<file path="src/core/fault_diag_params.svh">
// constants of the four-channel speaker fault diagnostics block
// Function
// turn-on pulse classifies each output fault
// turn-on result kept until re-armed read
// pulse first, stage off, outputs high-z
// after bias, permanent diagnostics replace result
// latch status at pulse plateau end
// short classification independent of gain setting
// low gain plus line option selects limits
// permanent diagnostics never report open load
// restart mode: faulted channel off, 1ms recheck
// host enables diagnostic mode, overload activates
// recheck after 1ms, clear means resume
// persisting overload starts 100ms diagnostic cycle
// after cycle: restart mode, store, await read
// host polls results, over half second
// offset window opens at read/enable, closes
// offset flagged only if persistent whole window
// overload suppresses offset and ac results
// ac test enable and threshold select bits
// fewer than three peaks flags open tweeter
// host plays tone at least three cycles
// multiple faults reported over successive reads
// shorts win over load faults, both shorts
// read restarts cycles, returns previous data
// status bytes updated only at cycle end
`ifndef FAULT_DIAG_PARAMS_SVH
`define FAULT_DIAG_PARAMS_SVH
`define CLK_MHZ          200
`define ACQ_TIME_MS      100
`define RECHECK_TIME_US  1000
`define DIAG_TIME_MS     100
`define CNT_W            25
`define NCH              4
`define AC_PEAKS_MIN     2'h3
`define ADDR_IB1         8'h00
`define ADDR_IB2         8'h04
`define ADDR_FAULT       8'h08
`define ADDR_TEST        8'h0c
`define IB1_STBY_EXIT    0
`define IB1_DIAG_EN      1
`define IB1_GAIN_LOW     2
`define IB1_LINE_DIAG    3
`define IB1_OFS_EN       5
`define IB2_AC_EN        2
`define IB2_AC_THR       7
`define IB1_RST          8'h00
`define IB2_RST          8'h00
`endif

</file>
<file path="src/core/fault_diag_pkg.sv">
// types of the speaker fault diagnostics block
`include "fault_diag_params.svh"
package fault_diag_pkg;
	typedef logic [`CNT_W-1:0] cnt_t;
	typedef enum logic [1:0] {
		TO_IDLE   = 2'b00,
		TO_PULSE  = 2'b01,
		TO_BIASED = 2'b10
	} to_state_t;
	typedef enum logic [1:0] {
		CH_ACTIVE  = 2'b00,
		CH_WAIT    = 2'b01,
		CH_DIAG    = 2'b10,
		CH_RESTART = 2'b11
	} ch_state_t;
	typedef struct packed {
		logic short_gnd;
		logic short_vs;
		logic shorted_load;
		logic open_load;
		logic overload;
		logic offset_high;
		logic ac_peak;
	} sense_t;
	typedef struct packed {
		logic open_load;
		logic shorted_load;
		logic short_vs;
		logic short_gnd;
	} fault_t;
endpackage : fault_diag_pkg

</file>
<file path="src/core/speaker_fault_diagnostics.sv">
// four-channel output diagnostics sequencer with ahb-lite registers
//
// Added by the designer: the register offsets and the AHB-Lite slave port.
`include "fault_diag_params.svh"
module speaker_fault_diagnostics #(
	parameter int unsigned ACQ_CYC     = `ACQ_TIME_MS * 1000 * `CLK_MHZ,
	parameter int unsigned RECHECK_CYC = `RECHECK_TIME_US * `CLK_MHZ,
	parameter int unsigned DIAG_CYC    = `DIAG_TIME_MS * 1000 * `CLK_MHZ
) (
	// clock and reset
	input  wire logic                          hclk,
	input  wire logic                          hresetn,
	// ahb-lite slave
	input  wire logic                          hsel,
	input  wire logic [31:0]                   haddr,
	input  wire logic [1:0]                    htrans,
	input  wire logic                          hwrite,
	input  wire logic [2:0]                    hsize,
	input  wire logic [31:0]                   hwdata,
	input  wire logic                          hready,
	output logic      [31:0]                   hrdata,
	output logic                               hreadyout,
	output logic                               hresp,
	// comparator inputs per channel
	input  wire fault_diag_pkg::sense_t [3:0]  sense,
	// power stage and analog controls
	output logic      [3:0]                    test_pulse,
	output logic      [3:0]                    stage_on,
	output logic                               outputs_hiz,
	output logic                               line_limits,
	output logic                               ac_threshold
);
	import fault_diag_pkg::*;

	typedef struct packed {
		sense_t    [3:0]       s1;
		sense_t    [3:0]       s2;
		logic      [3:0]       peak_d;
		logic                  wr_pend;
		logic      [7:0]       wr_addr;
		logic      [31:0]      rdata;
		logic      [7:0]       ib1;
		logic      [7:0]       ib2;
		to_state_t             to;
		cnt_t                  to_cnt;
		logic                  to_armed;
		logic      [3:0]       perm_armed;
		ch_state_t [3:0]       ch;
		cnt_t      [3:0]       ch_cnt;
		fault_t    [3:0]       live;
		fault_t    [3:0]       shown;
		logic                  ofs_open;
		logic      [3:0]       ofs_persist;
		logic      [3:0]       ofs_shown;
		logic      [3:0][1:0]  peaks;
		logic      [3:0]       ac_ovl;
		logic      [3:0]       ac_open;
		logic      [3:0]       pulse_q;
		logic      [3:0]       stage_q;
		logic                  hiz_q;
		logic                  line_q;
		logic                  thr_q;
	} state_t;

	state_t st_r;
	state_t st_nxt;
	logic   acc;
	logic   rd_evt;

	// shorts ignore gain setting
	function automatic fault_t classify(input sense_t s, input logic with_open);
		fault_t f;
		f = '0;
		if (s.short_gnd || s.short_vs) begin
			f.short_gnd = s.short_gnd;
			f.short_vs  = s.short_vs;
		end else if (s.shorted_load) begin
			f.shorted_load = 1'b1;
		end else begin
			f.open_load = with_open & s.open_load;
		end
		return f;
	endfunction : classify

	function automatic logic [1:0] sat_inc(input logic [1:0] v);
		return (v == `AC_PEAKS_MIN) ? v : v + 2'h1;
	endfunction : sat_inc

	// one status byte per channel, code in the low nibble
	function automatic logic [31:0] fault_word(input fault_t [3:0] f);
		return {4'h0, f[3], 4'h0, f[2], 4'h0, f[1], 4'h0, f[0]};
	endfunction : fault_word

	assign acc    = hsel && hready && htrans[1] && (hsize == 3'h2);
	assign rd_evt = acc && !hwrite && (haddr[7:0] == `ADDR_FAULT);

	always_comb begin
		st_nxt    = st_r;
		st_nxt.s1 = sense;
		st_nxt.s2 = st_r.s1;
		for (int c = 0; c < `NCH; c++) begin
			st_nxt.peak_d[c] = st_r.s2[c].ac_peak;
		end
		// bus address phase and read mux
		st_nxt.wr_pend = acc && hwrite;
		st_nxt.wr_addr = haddr[7:0];
		if (acc && !hwrite) begin
			case (haddr[7:0])
				`ADDR_IB1:   st_nxt.rdata = {24'h0, st_r.ib1};
				`ADDR_IB2:   st_nxt.rdata = {24'h0, st_r.ib2};
				`ADDR_FAULT: st_nxt.rdata = fault_word(st_r.shown);
				`ADDR_TEST:  st_nxt.rdata = {18'h0, st_r.to, 4'h0, st_r.ac_open, st_r.ofs_shown};
				default:     st_nxt.rdata = 32'h0;
			endcase
		end
		if (st_r.wr_pend && st_r.wr_addr == `ADDR_IB1) begin
			st_nxt.ib1 = hwdata[7:0];
		end
		if (st_r.wr_pend && st_r.wr_addr == `ADDR_IB2) begin
			st_nxt.ib2 = hwdata[7:0];
		end
		// read re-arms cycles
		if (rd_evt) begin
			st_nxt.shown      = st_r.live;
			st_nxt.live       = '0;
			st_nxt.to_armed   = 1'b1;
			st_nxt.perm_armed = 4'hf;
			// window closes here
			st_nxt.ofs_shown   = st_r.ofs_open ? st_r.ofs_persist : 4'h0;
			st_nxt.ofs_persist = 4'hf;
			st_nxt.ofs_open    = st_r.ib1[`IB1_OFS_EN];
			// peak count verdict
			for (int c = 0; c < `NCH; c++) begin
				st_nxt.ac_open[c] = st_r.ib2[`IB2_AC_EN] && !st_r.ac_ovl[c]
					&& (st_r.peaks[c] != `AC_PEAKS_MIN);
			end
			st_nxt.peaks  = '0;
			st_nxt.ac_ovl = '0;
		end
		// window opens on enable
		if (st_nxt.ib1[`IB1_OFS_EN] && !st_r.ib1[`IB1_OFS_EN]) begin
			st_nxt.ofs_open    = 1'b1;
			st_nxt.ofs_persist = 4'hf;
		end else if (!st_nxt.ib1[`IB1_OFS_EN]) begin
			st_nxt.ofs_open = 1'b0;
		end
		// ac test restarts on enable
		if (st_nxt.ib2[`IB2_AC_EN] && !st_r.ib2[`IB2_AC_EN]) begin
			st_nxt.peaks  = '0;
			st_nxt.ac_ovl = '0;
		end
		for (int c = 0; c < `NCH; c++) begin
			// offset must persist
			if (st_r.ofs_open && !st_r.s2[c].offset_high) begin
				st_nxt.ofs_persist[c] = 1'b0;
			end
			// overload suppresses both
			if (st_r.s2[c].overload) begin
				st_nxt.ofs_persist[c] = 1'b0;
				if (st_r.ib2[`IB2_AC_EN]) begin
					st_nxt.ac_ovl[c] = 1'b1;
				end
			end
			// count current peaks
			if (st_r.ib2[`IB2_AC_EN] && st_r.s2[c].ac_peak && !st_r.peak_d[c]) begin
				st_nxt.peaks[c] = sat_inc(st_nxt.peaks[c]);
			end
		end
		// standby exit with diag enable
		if (st_r.wr_pend && st_r.wr_addr == `ADDR_IB1) begin
			if (!hwdata[`IB1_STBY_EXIT]) begin
				st_nxt.to = TO_IDLE;
			end else if (!st_r.ib1[`IB1_STBY_EXIT]) begin
				if (hwdata[`IB1_DIAG_EN] && st_r.to_armed) begin
					st_nxt.to       = TO_PULSE;
					st_nxt.to_cnt   = '0;
					st_nxt.to_armed = 1'b0;
				end else begin
					st_nxt.to = TO_BIASED;
				end
			end
		end else if (st_r.to == TO_PULSE) begin
			st_nxt.to_cnt = st_r.to_cnt + cnt_t'(1);
			// latch at plateau end
			if (st_r.to_cnt == cnt_t'(ACQ_CYC - 1)) begin
				st_nxt.to = TO_BIASED;
				for (int c = 0; c < `NCH; c++) begin
					// turn-on classification
					st_nxt.live[c] = classify(st_r.s2[c], 1'b1);
				end
			end
		end
		for (int c = 0; c < `NCH; c++) begin
			if (st_r.to != TO_BIASED) begin
				st_nxt.ch[c]     = CH_ACTIVE;
				st_nxt.ch_cnt[c] = '0;
			end else begin
				st_nxt.ch_cnt[c] = st_r.ch_cnt[c] + cnt_t'(1);
				case (st_r.ch[c])
					CH_ACTIVE: begin
						st_nxt.ch_cnt[c] = '0;
						// overload self-activates
						if (st_r.s2[c].overload) begin
							st_nxt.ch[c] = st_r.ib1[`IB1_DIAG_EN] ? CH_WAIT : CH_RESTART;
						end
					end
					CH_WAIT: begin
						// recheck after 1ms
						if (st_r.ch_cnt[c] == cnt_t'(RECHECK_CYC - 1)) begin
							st_nxt.ch_cnt[c] = '0;
							if (!st_r.s2[c].overload) begin
								st_nxt.ch[c] = CH_ACTIVE;
							end else if (st_r.perm_armed[c]) begin
								// start diagnostic cycle
								st_nxt.ch[c] = CH_DIAG;
							end else begin
								st_nxt.ch[c] = CH_RESTART;
							end
						end
					end
					CH_DIAG: begin
						if (st_r.ch_cnt[c] == cnt_t'(DIAG_CYC - 1)) begin
							// store and restart
							st_nxt.ch_cnt[c]     = '0;
							st_nxt.ch[c]         = CH_RESTART;
							st_nxt.perm_armed[c] = 1'b0;
							// permanent result
							st_nxt.live[c] = classify(st_r.s2[c], 1'b0);
						end
					end
					CH_RESTART: begin
						// periodic restart check
						if (st_r.ch_cnt[c] == cnt_t'(RECHECK_CYC - 1)) begin
							st_nxt.ch_cnt[c] = '0;
							if (!st_r.s2[c].overload) begin
								st_nxt.ch[c] = CH_ACTIVE;
							end
						end
					end
					default: st_nxt.ch[c] = CH_ACTIVE;
				endcase
			end
			st_nxt.pulse_q[c] = (st_nxt.to == TO_PULSE);
			st_nxt.stage_q[c] = (st_nxt.to == TO_BIASED) && (st_nxt.ch[c] == CH_ACTIVE);
		end
		st_nxt.hiz_q  = (st_nxt.to != TO_BIASED);
		// line driver limit set
		st_nxt.line_q = st_nxt.ib1[`IB1_GAIN_LOW] && st_nxt.ib1[`IB1_LINE_DIAG];
		st_nxt.thr_q  = st_nxt.ib2[`IB2_AC_THR];
	end

	always_ff @(posedge hclk or negedge hresetn) begin
		if (!hresetn) begin
			st_r            <= '0;
			st_r.ib1        <= `IB1_RST;
			st_r.ib2        <= `IB2_RST;
			st_r.to         <= TO_IDLE;
			st_r.to_armed   <= 1'b1;
			st_r.perm_armed <= 4'hf;
			st_r.hiz_q      <= 1'b1;
		end else begin
			st_r <= st_nxt;
		end
	end

	assign hrdata       = st_r.rdata;
	assign hreadyout    = 1'b1;
	assign hresp        = 1'b0;
	assign test_pulse   = st_r.pulse_q;
	assign stage_on     = st_r.stage_q;
	assign outputs_hiz  = st_r.hiz_q;
	assign line_limits  = st_r.line_q;
	assign ac_threshold = st_r.thr_q;
endmodule : speaker_fault_diagnostics

</file>
<file path="config.mk">
export PLATFORM = sky130hd
export DESIGN_NAME = speaker_fault_diagnostics
export DESIGN_NICKNAME = d
export VERILOG_FILES = /design/src/core/fault_diag_pkg.sv /design/src/core/speaker_fault_diagnostics.sv
export VERILOG_INCLUDE_DIRS = /design/src /design/src/core
export SDC_FILE = /design/constraint.sdc
export NUM_CORES = 1
export LEC_CHECK = 0
export BUFFER_PORTS_ARGS = -buffer_cell sky130_fd_sc_hd__buf_2
export CORE_ASPECT_RATIO = 1.5
export CORE_MARGIN = 3
export CORE_UTILIZATION = 55
export DETAILED_ROUTE_END_ITERATION = 8
export PLACE_DENSITY_LB_ADDON = 0.15
export SYNTH_ARGS = -nofsm -noshare
export SYNTH_HDL_FRONTEND = slang
export SYNTH_SLANG_ARGS = --single-unit
</file>
<file path="constraint.sdc">
create_clock -name hclk -period 3.2 [get_ports hclk]
set_clock_uncertainty 0.2 [all_clocks]
set_input_delay 0.16 -clock hclk [delete_from_list [all_inputs] [get_ports hclk]]
set_output_delay 0.16 -clock hclk [all_outputs]
set_load 0.02 [all_outputs]
</file>
# Yosys cells after proc, flatten, opt, wreduce, memory -nomap -nowiden

Cells that the tools add are included.

$add $sub $neg: 9
$mul: 0
Shifts and indexed selects: 0
Divide/modulo/power cells: 0
Order comparisons: 0
Bitwise operators: 0
Eq/ne operators: 43
Muxes and demuxes: 143
Reduce and logical (&&, ||, !) cells: 75

Operators with widths:

| operator              | number |
|---|---|
| $mux 25               | 12 |
| $pmux 25 s3           | 4 |
| $add 25x1->25 const B | 5 |
| $eq 25x25->1 const B  | 5 |
| $pmux 28 s4           | 1 |
| $eq 25x18->1 const B  | 4 |
| $mux 2                | 48 |
| $mux 57               | 1 |
| $mux 4                | 14 |
| $mux 27               | 2 |
| $mux 26               | 2 |
| $mux 16               | 3 |
| $mux 1                | 47 |
| $logic_and 1x1->1     | 36 |
| $pmux 2 s4            | 4 |
| $mux 28               | 1 |
| $eq 2x2->1 const B    | 13 |
| $eq 8x3->1 const B    | 2 |
| $eq 8x4->1 const B    | 2 |
| $logic_not 2->1       | 8 |
| $logic_not 8->1       | 2 |
| $ne 2x2->1 const B    | 8 |
| $reduce_bool 4->1     | 4 |
| $logic_not 1->1       | 15 |
| 13 further kinds      | 27 |

Word-level logic and storage cells: 395
Latch bits: 0
Input port bits: 102
RAM bits: 0
Output and inout bits: 45
Memories: 0
Bits in read-only memories: 0
Register bits: 322

# Logic depth before layout (Yosys ltp)

Gate-level depths: netlist of the first run.

Depth after elaboration: 12
Depth in mapped cells: 8
Mapped depth without buffers: 6

# Worst setup path after synthesis of the first run

Ideal clock, no wire load.

Path type: register to register
Start point: reg st_r[82] (netlist bit)
End point: reg st_r[84] (netlist bit)
Arrival: 2.196 ns
Cell stages (with the launch flop): 8
Path buffers: 2
Path slack: 0.685 ns
Clock period less this slack: 2.515 ns
Data required time: 2.881 ns
Library setup time: 0.119 ns
Cells stage by stage: dfrtp_1 > or4_1 > or4_1 > buf_2 > o21ba_4 > o21ai_4 > buf_6 > nor2_1

RTL lines:

| what                   | line                             | source |
|---|---|---|
| start, declared        | speaker_fault_diagnostics.sv:65  | `state_t st_r;` |
| start signal, assigned | speaker_fault_diagnostics.sv:262 | `st_r <= st_nxt;` |

==> results of run 1 <==
state kept, by name, indices dropped and copies added, names as in the netlist:
name / flops
hrdata: 22
outputs_hiz: 1
stage_on: 4
st_r: 250
st_nxt: 32
test_pulse: 1
line_limits: 1
layout make-up:
| class | instances | area [µm²] | area share |
|---|---|---|---|
| timing repair buffer | 155 | 1110 | 0.0703 |
| clock buffer | 38 | 811 | 0.0513 |
| inverter | 45 | 169 | 0.0107 |
| clock inverter | 18 | 194 | 0.0123 |
| tap | 324 | 405 | 0.0256 |
| multi-input combinational | 877 | 5330 | 0.337 |
| sequential | 311 | 7790 | 0.493 |
routing by layer:
metal | vias up | wire length, µm
met5 | - | 0
li1 | 4686 | -
met3 | 58 | 983
met4 | 0 | 900
met2 | 199 | 14300
met1 | 4681 | 12400
power groups by stage:
stage,Combinational [mW],Clock (mW),Sequential [mW]
floorplan,0.118,0,4.10
global placement,0.253,0,4.11
detailed placement,0.258,0,4.12
CTS,0.305,3.63,4.04
global route,0.339,3.80,4.05
finish,0.301,3.55,4.05
timing repair:
action                                  CTS  global route
gates resized for setup                   0             1
setup buffers                             0             0
hold buffers                             50             0
endpoints found under the setup margin    0             4
endpoints found under the hold margin   279             0
final timing paths:
check / start / endpoint / slack [ns] / cells past startpoint
hold reg to reg: st_nxt[285]$_DFF_PN0_ / st_r[285]$_DFF_PN0_ / 0.15 / 0
max in group asynchronous: hresetn / st_r[44]$_DFFE_PN0P_ / 1.79 / 3
min in group hclk: sense[11] / st_nxt[280]$_DFF_PN0_ / 0.04 / 2
setup reg to reg: st_r[82]$_DFF_PN0_ / st_r[54]$_DFF_PN0_ / 0.35 / 5
hold / removal: hresetn / st_r[193]$_DFFE_PN0P_ / 0.005 / 2
setup / recovery: hsize[1] / st_r[26]$_DFF_PN0_ / 0.15 / 11
stage by stage:
| step | total power [mW] | utilization | cell area (µm²) |
|---|---|---|---|
| CTS | 7.98 | 0.644 | 15800 |
| global placement | 4.37 | 0.583 | 14300 |
| global route | 8.19 | 0.645 | 15800 |
| floorplan | 4.22 | - | 13800 |
| detailed placement | 4.38 | 0.583 | 14300 |
| finish | 7.90 | 0.645 | 15800 |
Yosys cell counts (13+ instances only):
cell type / number
sky130_fd_sc_hd__clkbuf_1: 28
sky130_fd_sc_hd__buf_4: 43
sky130_fd_sc_hd__nor2_1: 166
sky130_fd_sc_hd__or4_1: 14
sky130_fd_sc_hd__xor2_1: 16
sky130_fd_sc_hd__o31ai_1: 15
sky130_fd_sc_hd__mux2i_1: 23
sky130_fd_sc_hd__o21ai_0: 26
sky130_fd_sc_hd__xnor2_1: 79
sky130_fd_sc_hd__nor3_1: 34
sky130_fd_sc_hd__nand3_1: 60
sky130_fd_sc_hd__nand4_1: 34
sky130_fd_sc_hd__dfrtp_1: 305
sky130_fd_sc_hd__a21oi_1: 24
sky130_fd_sc_hd__a22o_1: 17
sky130_fd_sc_hd__nor4_1: 33
sky130_fd_sc_hd__inv_1: 45
sky130_fd_sc_hd__mux2_2: 13
sky130_fd_sc_hd__nand2_1: 169
logic make-up after synthesis:
| logic type | count (synthesis) |
|---|---|
| and+or+nand+nor | 599 |
| DFF | 311 |
| AOI/OAI and AO/OA | 126 |
| buffers and inverters | 125 |
| xor gates and xnor gates | 95 |
| muxes | 40 |
| adders and majority gates | 5 |
| other | 2 |
worst reg2reg max path, cell delays in order (launching register included):
cell and delay [ns]:
sky130_fd_sc_hd__dfrtp_1 0.41, sky130_fd_sc_hd__or4_1 0.54, sky130_fd_sc_hd__or4_1 0.70, sky130_fd_sc_hd__nor4_4 0.51
sky130_fd_sc_hd__or2_2 0.22, sky130_fd_sc_hd__mux2i_1 0.20
==> results.cfg, run 1 <==
[placement]
placedCellCount = 1662
place.gp.congestion = 0.821
half_perimeter_wire_length_of_the_detailed_placement_result_um = 19200
detailedPlace.worstSlack_ns = 0.345
buffer_ports.inserted = 85

[worst_setup_path]
crit_path_start_kind = input pin
kind_of_critical_path = in2reg
path_buf_inv = 6
cp.required_ns = 3.47
cell_with_the_largest_stage_delay_on_the_worst_path = sky130_fd_sc_hd__dlygate4sd3_1
crit_path_max_incr_delay_ns = 0.57
ordered_cell_list_for_the_critical_path = dlygate4sd3_1, buf_2, nand2b_1, dlygate4sd3_1, nor3_1, dlygate4sd3_1, buf_4, nand4_1, buf_4, o21ai_0, nor2_1
timing.critical_path.mode_cell = sky130_fd_sc_hd__dlygate4sd3_1
category_of_the_worst_setup_path_capture_point = flip-flop
timing.critical_path.max_delay_family = buffers and inverters
critPathArrivalTime_ns = 3.32
timing.critical_path.fanout_max = 42

[clocking]
clockBufferDepth = 3
clk_pin_slew_ns = 0.06
htree_num_levels = 1
cts_tree = done
tritoncts_num_sinks = 311
clk_latency_ns = 0.56
clock_tree.root_cell = sky130_fd_sc_hd__clkbuf_16
tritoncts.num_buffers = 30

[grt]
grtUsageMet2 = 0.375
number_of_antenna_violations_at_the_first_check_in_global_routing = 0
first_global_vias = 9686
use_met1 = 0.283
global_route.overflow_total = 0
grt_pass1_wl_um = 47700
top_usage_layer = met2
global_route.usage.met3 = 0.0217
grt_start_max_net_pins = 92
gr-usage-all-layers = 0.215

[synth]
synth_area_um2 = 13700
synth_cells = 1303
synth-adder-area-share = 0.00455
synth-async-reset-ratio = 1.00
area_contributors_post_synth = sky130_fd_sc_hd__dfrtp_1 56%, sky130_fd_sc_hd__xnor2_1 5.0%, sky130_fd_sc_hd__nand2_1 4.6%
post-synth-top-area-cell = sky130_fd_sc_hd__dfrtp_1
synth_top_family_by_area = simple AND/OR/NAND/NOR gates
synth-edff-count = 0
synth-seq-area-share = 0.567
yosys.area_share.xor_xnor = 0.0606
synth-main-ff-cell = sky130_fd_sc_hd__dfrtp_1
fraction_of_the_mapped_netlist_area_in_simple_logic_gates = 0.218
synthDistinctLibCells = 66
ys_warn_count = 0
synth.ff_latch_count = 311
postSynthAreaPerCell_um2 = 10.5
fraction_of_synthesized_area_in_multiplexers = 0.0340
synth_compound_gate_area_share = 0.0663
yosys.area.top_type_share = 0.556

[sta]
finalHoldViolCount = 0
finalSetupTns_ns = 0
period_minus_slack_ns = 3.05
worst_slack_ns = 0.153
worstMarginPinSlew_ns = 0.696
slew_violations = 0
setup_repair_after_global_routing_missed_its_margin = no
layout_worst_path_cycle_share = 0.952
slew_headroom = 0.536
fin_hold_ws_ns = 0.00522
setup_viol_count_final = 0
achievable-frequency_mhz = 328

[finish]
most-common-layout-cells = 305 x sky130_fd_sc_hd__dfrtp_1, 169 x sky130_fd_sc_hd__nand2_1, 166 x sky130_fd_sc_hd__nor2_1
count_of_placed_standard_cells_in_the_final_layout_fillers_left_out = 1768
drive_above_1_share = 0.145
fillCellCount = 1995
final_common_cell = sky130_fd_sc_hd__dfrtp_1
num-nets-final = 1527
antenna_cells = 0
area_growth_pct = 15.1

[floorplanning]
placeableCoreArea_um2 = 24500
floorplan.rows = 70
overall_die_area_um2 = 26900
vertical_die_dimension_um = 200
pin_count = 147
floorplan.initialDensity = 0.560
floorplan.die.width_um = 135

[pwr]
internal_power_mw = 6.16
power.net_switching_mw = 1.74
power_density_nw_per_um2 = 500
peakVddDrop_v = 0.000481
clock_power_share = 0.450
seq_power_share = 0.512
p_leak_nw = 6.84
power.share.switching = 0.220
power.share.combinational = 0.038

[routing]
antenna_left = 0
drt_wl_total_um = 28600
dr.first_iter.drc_count = 509
drc = 0
wl_per_cell_um = 16.2
dr_total_vias = 9624
drt_pass1_iterations = 5
routed_via_density = 5.44

[worst_hold_path]
worst_hold_path_type = in2async

[flow_run]
maxCapViolations = 0

[outcome]
outcome = finished clean
No activity file was read; power rests on OpenSTA's default activity.
==> run 2, diff against run 1 <==
--- a/config.mk
+++ b/config.mk
@@ -6,6 +6,7 @@
 export SDC_FILE = /design/constraint.sdc
 export NUM_CORES = 1
 export LEC_CHECK = 0
+export ABC_AREA = 1
 export BUFFER_PORTS_ARGS = -buffer_cell sky130_fd_sc_hd__buf_2
 export CORE_ASPECT_RATIO = 1.5
 export CORE_MARGIN = 3
==> run 2 against run 1 <==
Against the previous run:
- non-clock buffer count decreased by 12
- sequential share of layout area is 2.4 points lower
- clock power up 1%
- utilization fell by 0.66 points
- maximum frequency is 10% higher
- global-route usage increased by 1.5 points
- synthesized cell count grew 34%
- worst setup slack improved by 0.29 ns
- combinational power is 38% higher
- final cell count grew 26%
- power rose by 2.1%
- hold slack improved by 0.046 ns
- critical path type unchanged
- critical endpoint is now st_r[55]$_DFF_PN0_
- largest cell class unchanged
- largest power group unchanged
==> results.cfg, run 2 <==
[finish]
drive_above_1_share = 0.105
antenna_cells = 0
final_util = 0.638
fillCellCount = 2205
registers.top_by_ff_count = st_r
num-nets-final = 1972
most-common-layout-cells = 349 x sky130_fd_sc_hd__nand2_1, 305 x sky130_fd_sc_hd__dfrtp_1, 285 x sky130_fd_sc_hd__nor2_1
final_common_cell = sky130_fd_sc_hd__nand2_1
final_area_um2 = 16600
count_of_placed_standard_cells_in_the_final_layout_fillers_left_out = 2220
max_ffs_per_register = 250
area_growth_pct = 13.5

[worst_setup_path]
crit_path_start_kind = input pin
crit_path_max_incr_delay_ns = 0.62
r2r_start = st_r[207]$_DFF_PN0_
cell_with_the_largest_stage_delay_on_the_worst_path = sky130_fd_sc_hd__dlygate4sd3_1
timing.critical_path.fanout_max = 28
timing.rr.end = st_r[62]$_DFF_PN0_
crit_path_start = hsel
critical_path.endpoint = st_r[55]$_DFF_PN0_
worstRegToRegCells = 6
cp_num_cells = 11
ordered_cell_list_for_the_critical_path = dlygate4sd3_1, buf_2, nand4_1, dlygate4sd3_1, nor2_4, inv_2, nor2_8, buf_4, nor2_4, nand2_1, a21boi_0
timing.critical_path.max_delay_family = buffers and inverters
category_of_the_worst_setup_path_capture_point = flip-flop
path_buf_inv = 5
cp.required_ns = 3.42
critPathArrivalTime_ns = 2.98
r2r_slack_ns = 0.90
kind_of_critical_path = in2reg

[synth]
post-synth-top-area-cell = sky130_fd_sc_hd__dfrtp_1
postSynthAreaPerCell_um2 = 8.36
synth.ff_latch_count = 311
synth-main-ff-cell = sky130_fd_sc_hd__dfrtp_1
synthMostInstantiatedCell = sky130_fd_sc_hd__nand2_1
synth_area_um2 = 14600
synth_top_cells_by_count = 349 x sky130_fd_sc_hd__nand2_1, 305 x sky130_fd_sc_hd__dfrtp_1, 285 x sky130_fd_sc_hd__nor2_1
synth-edff-count = 0
synth-async-reset-ratio = 1.00
yosys.area.top_type_share = 0.522
synth_cells = 1750
fraction_of_synthesized_area_in_multiplexers = 0.00222
synth_compound_gate_area_share = 0.0633
synth-adder-area-share = 0.00427
area_contributors_post_synth = sky130_fd_sc_hd__dfrtp_1 52%, sky130_fd_sc_hd__nand2_1 9.0%, sky130_fd_sc_hd__nor2_1 7.3%
synth_top_family_by_area = simple AND/OR/NAND/NOR gates
fraction_of_the_mapped_netlist_area_in_simple_logic_gates = 0.274
synth-seq-area-share = 0.532
yosys.area_share.xor_xnor = 0.0341
ys_warn_count = 0
synthDistinctLibCells = 48

[grt]
grt_pass1_wl_um = 55000
gr-usage-all-layers = 0.230
global_route.overflow_total = 0
number_of_antenna_violations_at_the_first_check_in_global_routing = 0
first_global_vias = 11657
grt_start_max_net_pins = 107

[worst_hold_path]
worst_hold_path_type = in2reg
whs_path_depth = 2

[clocking]
cts_tree = done
tritoncts.num_buffers = 29
tritoncts_num_sinks = 311
clk_pin_slew_ns = 0.07
clk_latency_ns = 0.55
htree_num_levels = 1
clock_tree.root_cell = sky130_fd_sc_hd__clkbuf_16
clockBufferDepth = 3
post-cts-setup-buffers = 0

[routing]
antenna_left = 0
drt_pass1_iterations = 5
drc = 0
wl_per_cell_um = 14.5
drt_wl_total_um = 32200
dr.first_iter.drc_count = 693
dr_total_vias = 11587
routed_via_density = 5.22

[floorplanning]
placeableCoreArea_um2 = 26000
pin_count = 147
floorplan.die.width_um = 139
overall_die_area_um2 = 28600
floorplan.rows = 72
floorplan.initialDensity = 0.562
vertical_die_dimension_um = 206

[placement]
detailedPlace.worstSlack_ns = 0.806
place.gp.congestion = 0.901
placedCellCount = 2118
dpl-instance-area_um2 = 15100
buffer_ports.inserted = 85
half_perimeter_wire_length_of_the_detailed_placement_result_um = 22600

[sta]
setup_viol_count_final = 0
slew_violations = 0
fin_hold_ws_ns = 0.0512
layout_worst_path_cycle_share = 0.863
worst_slack_ns = 0.438
setup_repair_after_global_routing_missed_its_margin = no
slew_headroom = 0.419
finalSetupTns_ns = 0
achievable-frequency_mhz = 362
finalHoldViolCount = 0
period_minus_slack_ns = 2.76
worstMarginPinSlew_ns = 0.870

[outcome]
outcome = finished clean

[flow_run]
maxCapViolations = 0

[pwr]
report.power.total_mw = 8.06
power_density_nw_per_um2 = 485
peakVddDrop_v = 0.000490
p_leak_nw = 7.88
-- run 2: cell types whose count changed after synthesis, sizes merged, moves of 14 or more --
cell	change
clkbuf	-21
o21ai	+94
nor4	-35
a22o	-17
inv	+168
nand3	+68
nor3	+38
xnor2	-62
or4	-14
nand2	+193
xor2	+24
nor2	+133
mux2i	-22
-- run 2: how the worst min path moves through the flow --
stage / startpoint / end
finish: sense[0] / st_nxt[269]$_DFF_PN0_
global route: sense[14] / st_nxt[283]$_DFF_PN0_
CTS: sense[21] / st_nxt[290]$_DFF_PN0_
detailed placement: sense[22] / st_nxt[291]$_DFF_PN0_
global placement: hresetn / st_r[282]$_DFF_PN0_
floorplan: hresetn / hrdata[0]$_DFFE_PN0N_
-- run 2: layer usage --
layer | GRT usage | share of wire | up-vias
met5 | 0 | 0 | -
met4 | 0.0626 | 0.024 | 0
met3 | 0.0244 | 0.037 | 60
met2 | 0.429 | 0.52 | 247
met1 | 0.286 | 0.42 | 5516
li1 | - | - | 5764
-- run 2: power breakdown --
| part | total, mW | internal, mW | switching, mW |
|---|---|---|---|
| Sequential | 4.06 | 4.01 | 0.0508 |
| Combinational | 0.414 | 0.140 | 0.274 |
| Clock | 3.59 | 2.12 | 1.46 |
| Total | 8.06 | 6.28 | 1.79 |
-- run 2: cell type report --
cell class              instances  area [µm²]  area share
flip-flops and latches        311        7790       0.469
multi-input cells            1166        5580       0.336
clock inverters                14         208      0.0125
repair buffers                143        1030      0.0621
clock buffers                  39         783      0.0471
well taps                     333         417      0.0251
inverters                     214         806      0.0485
-- run 2: worst register-to-register path, stage by stage (launching register included) --
cell and delay, ns:
sky130_fd_sc_hd__dfrtp_1 0.36, sky130_fd_sc_hd__inv_1 0.12, sky130_fd_sc_hd__nor2_2 0.68, sky130_fd_sc_hd__nand4_1 0.45, sky130_fd_sc_hd__nand2_2 0.24, sky130_fd_sc_hd__nand3_1 0.09, sky130_fd_sc_hd__o21ai_0 0.08
-- run 2: cell families after synthesis --
kind of cell / Yosys count
other: 2
buffers and inverters: 283
AOI/OAI and AO/OA: 176
xor gates and xnor gates: 57
adders and majority gates: 5
DFF: 311
and+or+nand+nor: 913
muxes: 3
-- run 2: repair_timing --
action                    CTS  global route
resized for setup           0             0
hold buffers               49             0
hold endpoints to repair  167             0
==> run 3, diff against run 2 <==
--- a/config.mk
+++ b/config.mk
@@ -7,11 +7,12 @@
 export NUM_CORES = 1
 export LEC_CHECK = 0
 export ABC_AREA = 1
-export BUFFER_PORTS_ARGS = -buffer_cell sky130_fd_sc_hd__buf_2
+export BUFFER_PORTS_ARGS = -buffer_cell sky130_fd_sc_hd__buf_4
 export CORE_ASPECT_RATIO = 1.5
 export CORE_MARGIN = 3
 export CORE_UTILIZATION = 55
 export DETAILED_ROUTE_END_ITERATION = 8
+export GPL_ROUTABILITY_DRIVEN = 0
 export PLACE_DENSITY_LB_ADDON = 0.15
 export SYNTH_ARGS = -nofsm -noshare
 export SYNTH_HDL_FRONTEND = slang
==> run 3 against run 2 <==
Against the previous run:
- first-iteration DRC count fell by 8.8%
- register-to-register slack about the same
- maximum frequency grew 1.9%
- count of clock-buffer cells in the layout down 1
- non-clock buffer count shrank 1
- sequential power about the same
- power rose by 5.7%
- sequential cell count unchanged
- design area increased by 2.2%
- sequential share of layout area fell by 1.0 points
==> results.cfg, run 3 (same netlist as run 2, synthesis figures left out) <==
[floorplanning]
vertical_die_dimension_um = 206
floorplan.rows = 72
floorplan.initialDensity = 0.562
pin_count = 147
floorplan.die.width_um = 139
overall_die_area_um2 = 28600
placeableCoreArea_um2 = 26000

[pwr]
p_leak_nw = 8.00
seq_power_share = 0.477
power.share.switching = 0.216
power.net_switching_mw = 1.84
clock_power_share = 0.471
report.power.total_mw = 8.52
internal_power_mw = 6.68
power.share.combinational = 0.052
peakVddDrop_v = 0.000472
power_density_nw_per_um2 = 502

[routing]
dr_total_vias = 11604
drt_pass1_iterations = 5
drc = 0
drt_wl_total_um = 32000
routed_via_density = 5.22
dr.first_iter.drc_count = 632
antenna_left = 0
wl_per_cell_um = 14.4

[worst_setup_path]
r2r_start = st_r[118]$_DFF_PN0_
kind_of_critical_path = in2reg
timing.critical_path.fanout_max = 26
timing.rr.end = st_r[120]$_DFF_PN0_
critPathArrivalTime_ns = 3.00
crit_path_start_kind = input pin
category_of_the_worst_setup_path_capture_point = flip-flop
crit_path_start = hsize[2]
cp.required_ns = 3.50
r2r_slack_ns = 0.90
worstRegToRegCells = 10

[sta]
period_minus_slack_ns = 2.71
slew_violations = 0
layout_worst_path_cycle_share = 0.847
fin_hold_ws_ns = 0.0451
worstMarginPinSlew_ns = 0.829
setup_viol_count_final = 0
setup_repair_after_global_routing_missed_its_margin = no
finalHoldViolCount = 0
achievable-frequency_mhz = 369
finalSetupTns_ns = 0
worst_slack_ns = 0.491
slew_headroom = 0.446

[grt]
grt_pass1_wl_um = 54700
top_usage_layer = met2
use_met1 = 0.286
number_of_antenna_violations_at_the_first_check_in_global_routing = 0
global_route.overflow_total = 0
gr-usage-all-layers = 0.228
first_global_vias = 11666
grt_start_max_net_pins = 80
global_route.usage.met3 = 0.0263
grtUsageMet2 = 0.414

[flow_run]
maxCapViolations = 0

[clocking]
clk_pin_slew_ns = 0.06
clock_tree.root_cell = sky130_fd_sc_hd__clkbuf_16
tritoncts_num_sinks = 311
clk_latency_ns = 0.56
post-cts-setup-buffers = 0
htree_num_levels = 1
tritoncts.num_buffers = 30
clockBufferDepth = 3
cts_tree = done

[finish]
multi_input_area_um2 = 5580
layout.area.seq_um2 = 7790
antenna_cells = 0
final_common_cell = sky130_fd_sc_hd__nand2_1
count_of_placed_standard_cells_in_the_final_layout_fillers_left_out = 2221
drive_above_1_share = 0.108
most-common-layout-cells = 349 x sky130_fd_sc_hd__nand2_1, 305 x sky130_fd_sc_hd__dfrtp_1, 285 x sky130_fd_sc_hd__nor2_1
num-nets-final = 1972
final_area_um2 = 17000
max_ffs_per_register = 250
area_growth_pct = 16.1
registers.top_by_ff_count = st_r
final_util = 0.652
fillCellCount = 2160

[placement]
buffer_ports.inserted = 85
placedCellCount = 2115
detailedPlace.worstSlack_ns = 0.903
half_perimeter_wire_length_of_the_detailed_placement_result_um = 22300
dpl-instance-area_um2 = 15300

[outcome]
outcome = finished clean

[worst_hold_path]
worst_hold_path_type = in2async
## run 3: cell count changes in the layout (fill, tap and decap cells not counted)
cell,delta
sky130_fd_sc_hd__buf_16,+1
sky130_fd_sc_hd__buf_2,-84
sky130_fd_sc_hd__buf_4,+81
sky130_fd_sc_hd__bufinv_16,+3
sky130_fd_sc_hd__clkbuf_1,-5
sky130_fd_sc_hd__clkbuf_16,+2
sky130_fd_sc_hd__clkbuf_8,+2
sky130_fd_sc_hd__clkinv_4,-2
sky130_fd_sc_hd__clkinvlp_4,+1
sky130_fd_sc_hd__dlygate4sd3_1,+1
sky130_fd_sc_hd__inv_6,+1
## run 3: layer usage
layer  vias to the layer above  routed length (µm)  share of wire
met1                      5497               13500           0.42
li1                       5758                   -              -
met2                       293               16300           0.51
met4                         0                 850          0.027
met3                        56                1450          0.045
met5                         -                   0              0
## run 3: critical path, cell delays in order
cell                            delay [ns]
sky130_fd_sc_hd__dlygate4sd3_1        0.55
sky130_fd_sc_hd__buf_4                0.13
sky130_fd_sc_hd__nor2_1               0.07
sky130_fd_sc_hd__dlygate4sd3_1        0.55
sky130_fd_sc_hd__nand4_1              0.17
sky130_fd_sc_hd__nor2_4               0.17
sky130_fd_sc_hd__inv_2                0.22
sky130_fd_sc_hd__nor2_8               0.40
sky130_fd_sc_hd__inv_2                0.22
sky130_fd_sc_hd__nand2_1              0.18
sky130_fd_sc_hd__o21ai_0              0.10
sky130_fd_sc_hd__inv_1                0.06
## run 3: power groups by stage
stage	Sequential [mW]	Combinational (mW)	Clock, mW
CTS	4.06	0.448	4.12
floorplan	4.12	0.228	0
finish	4.06	0.441	4.02
global route	4.07	0.498	4.26
detailed placement	4.14	0.393	0
global placement	4.13	0.385	0
## run 3: repair_timing
item                      CTS  global route
hold buffers               51             0
hold endpoints to repair  380             0
gates resized for setup     0             0
## run 3: final cells by class
cell class / count / area share
timing repair buffer: 142 / 0.0739
clock inverter: 17 / 0.0175
clock buffer: 38 / 0.0496
sequential: 311 / 0.459
inverter: 214 / 0.0474
tap: 333 / 0.0245
multi-input combinational: 1166 / 0.328
## run 3: worst max path at each step
stage                                      end  slack (ns)  depth (start not counted)
after floorplan            st_r[151]$_DFF_PN0_        1.39                         11
after global placement     st_r[161]$_DFF_PN0_        0.95                         10
after global routing      st_r[33]$_DFFE_PN0P_        0.29                         12
final                     st_r[31]$_DFFE_PN0P_        0.49                         12
after CTS                 st_r[31]$_DFFE_PN0P_        0.55                         12
after detailed placement   st_r[161]$_DFF_PN0_        0.90                         10
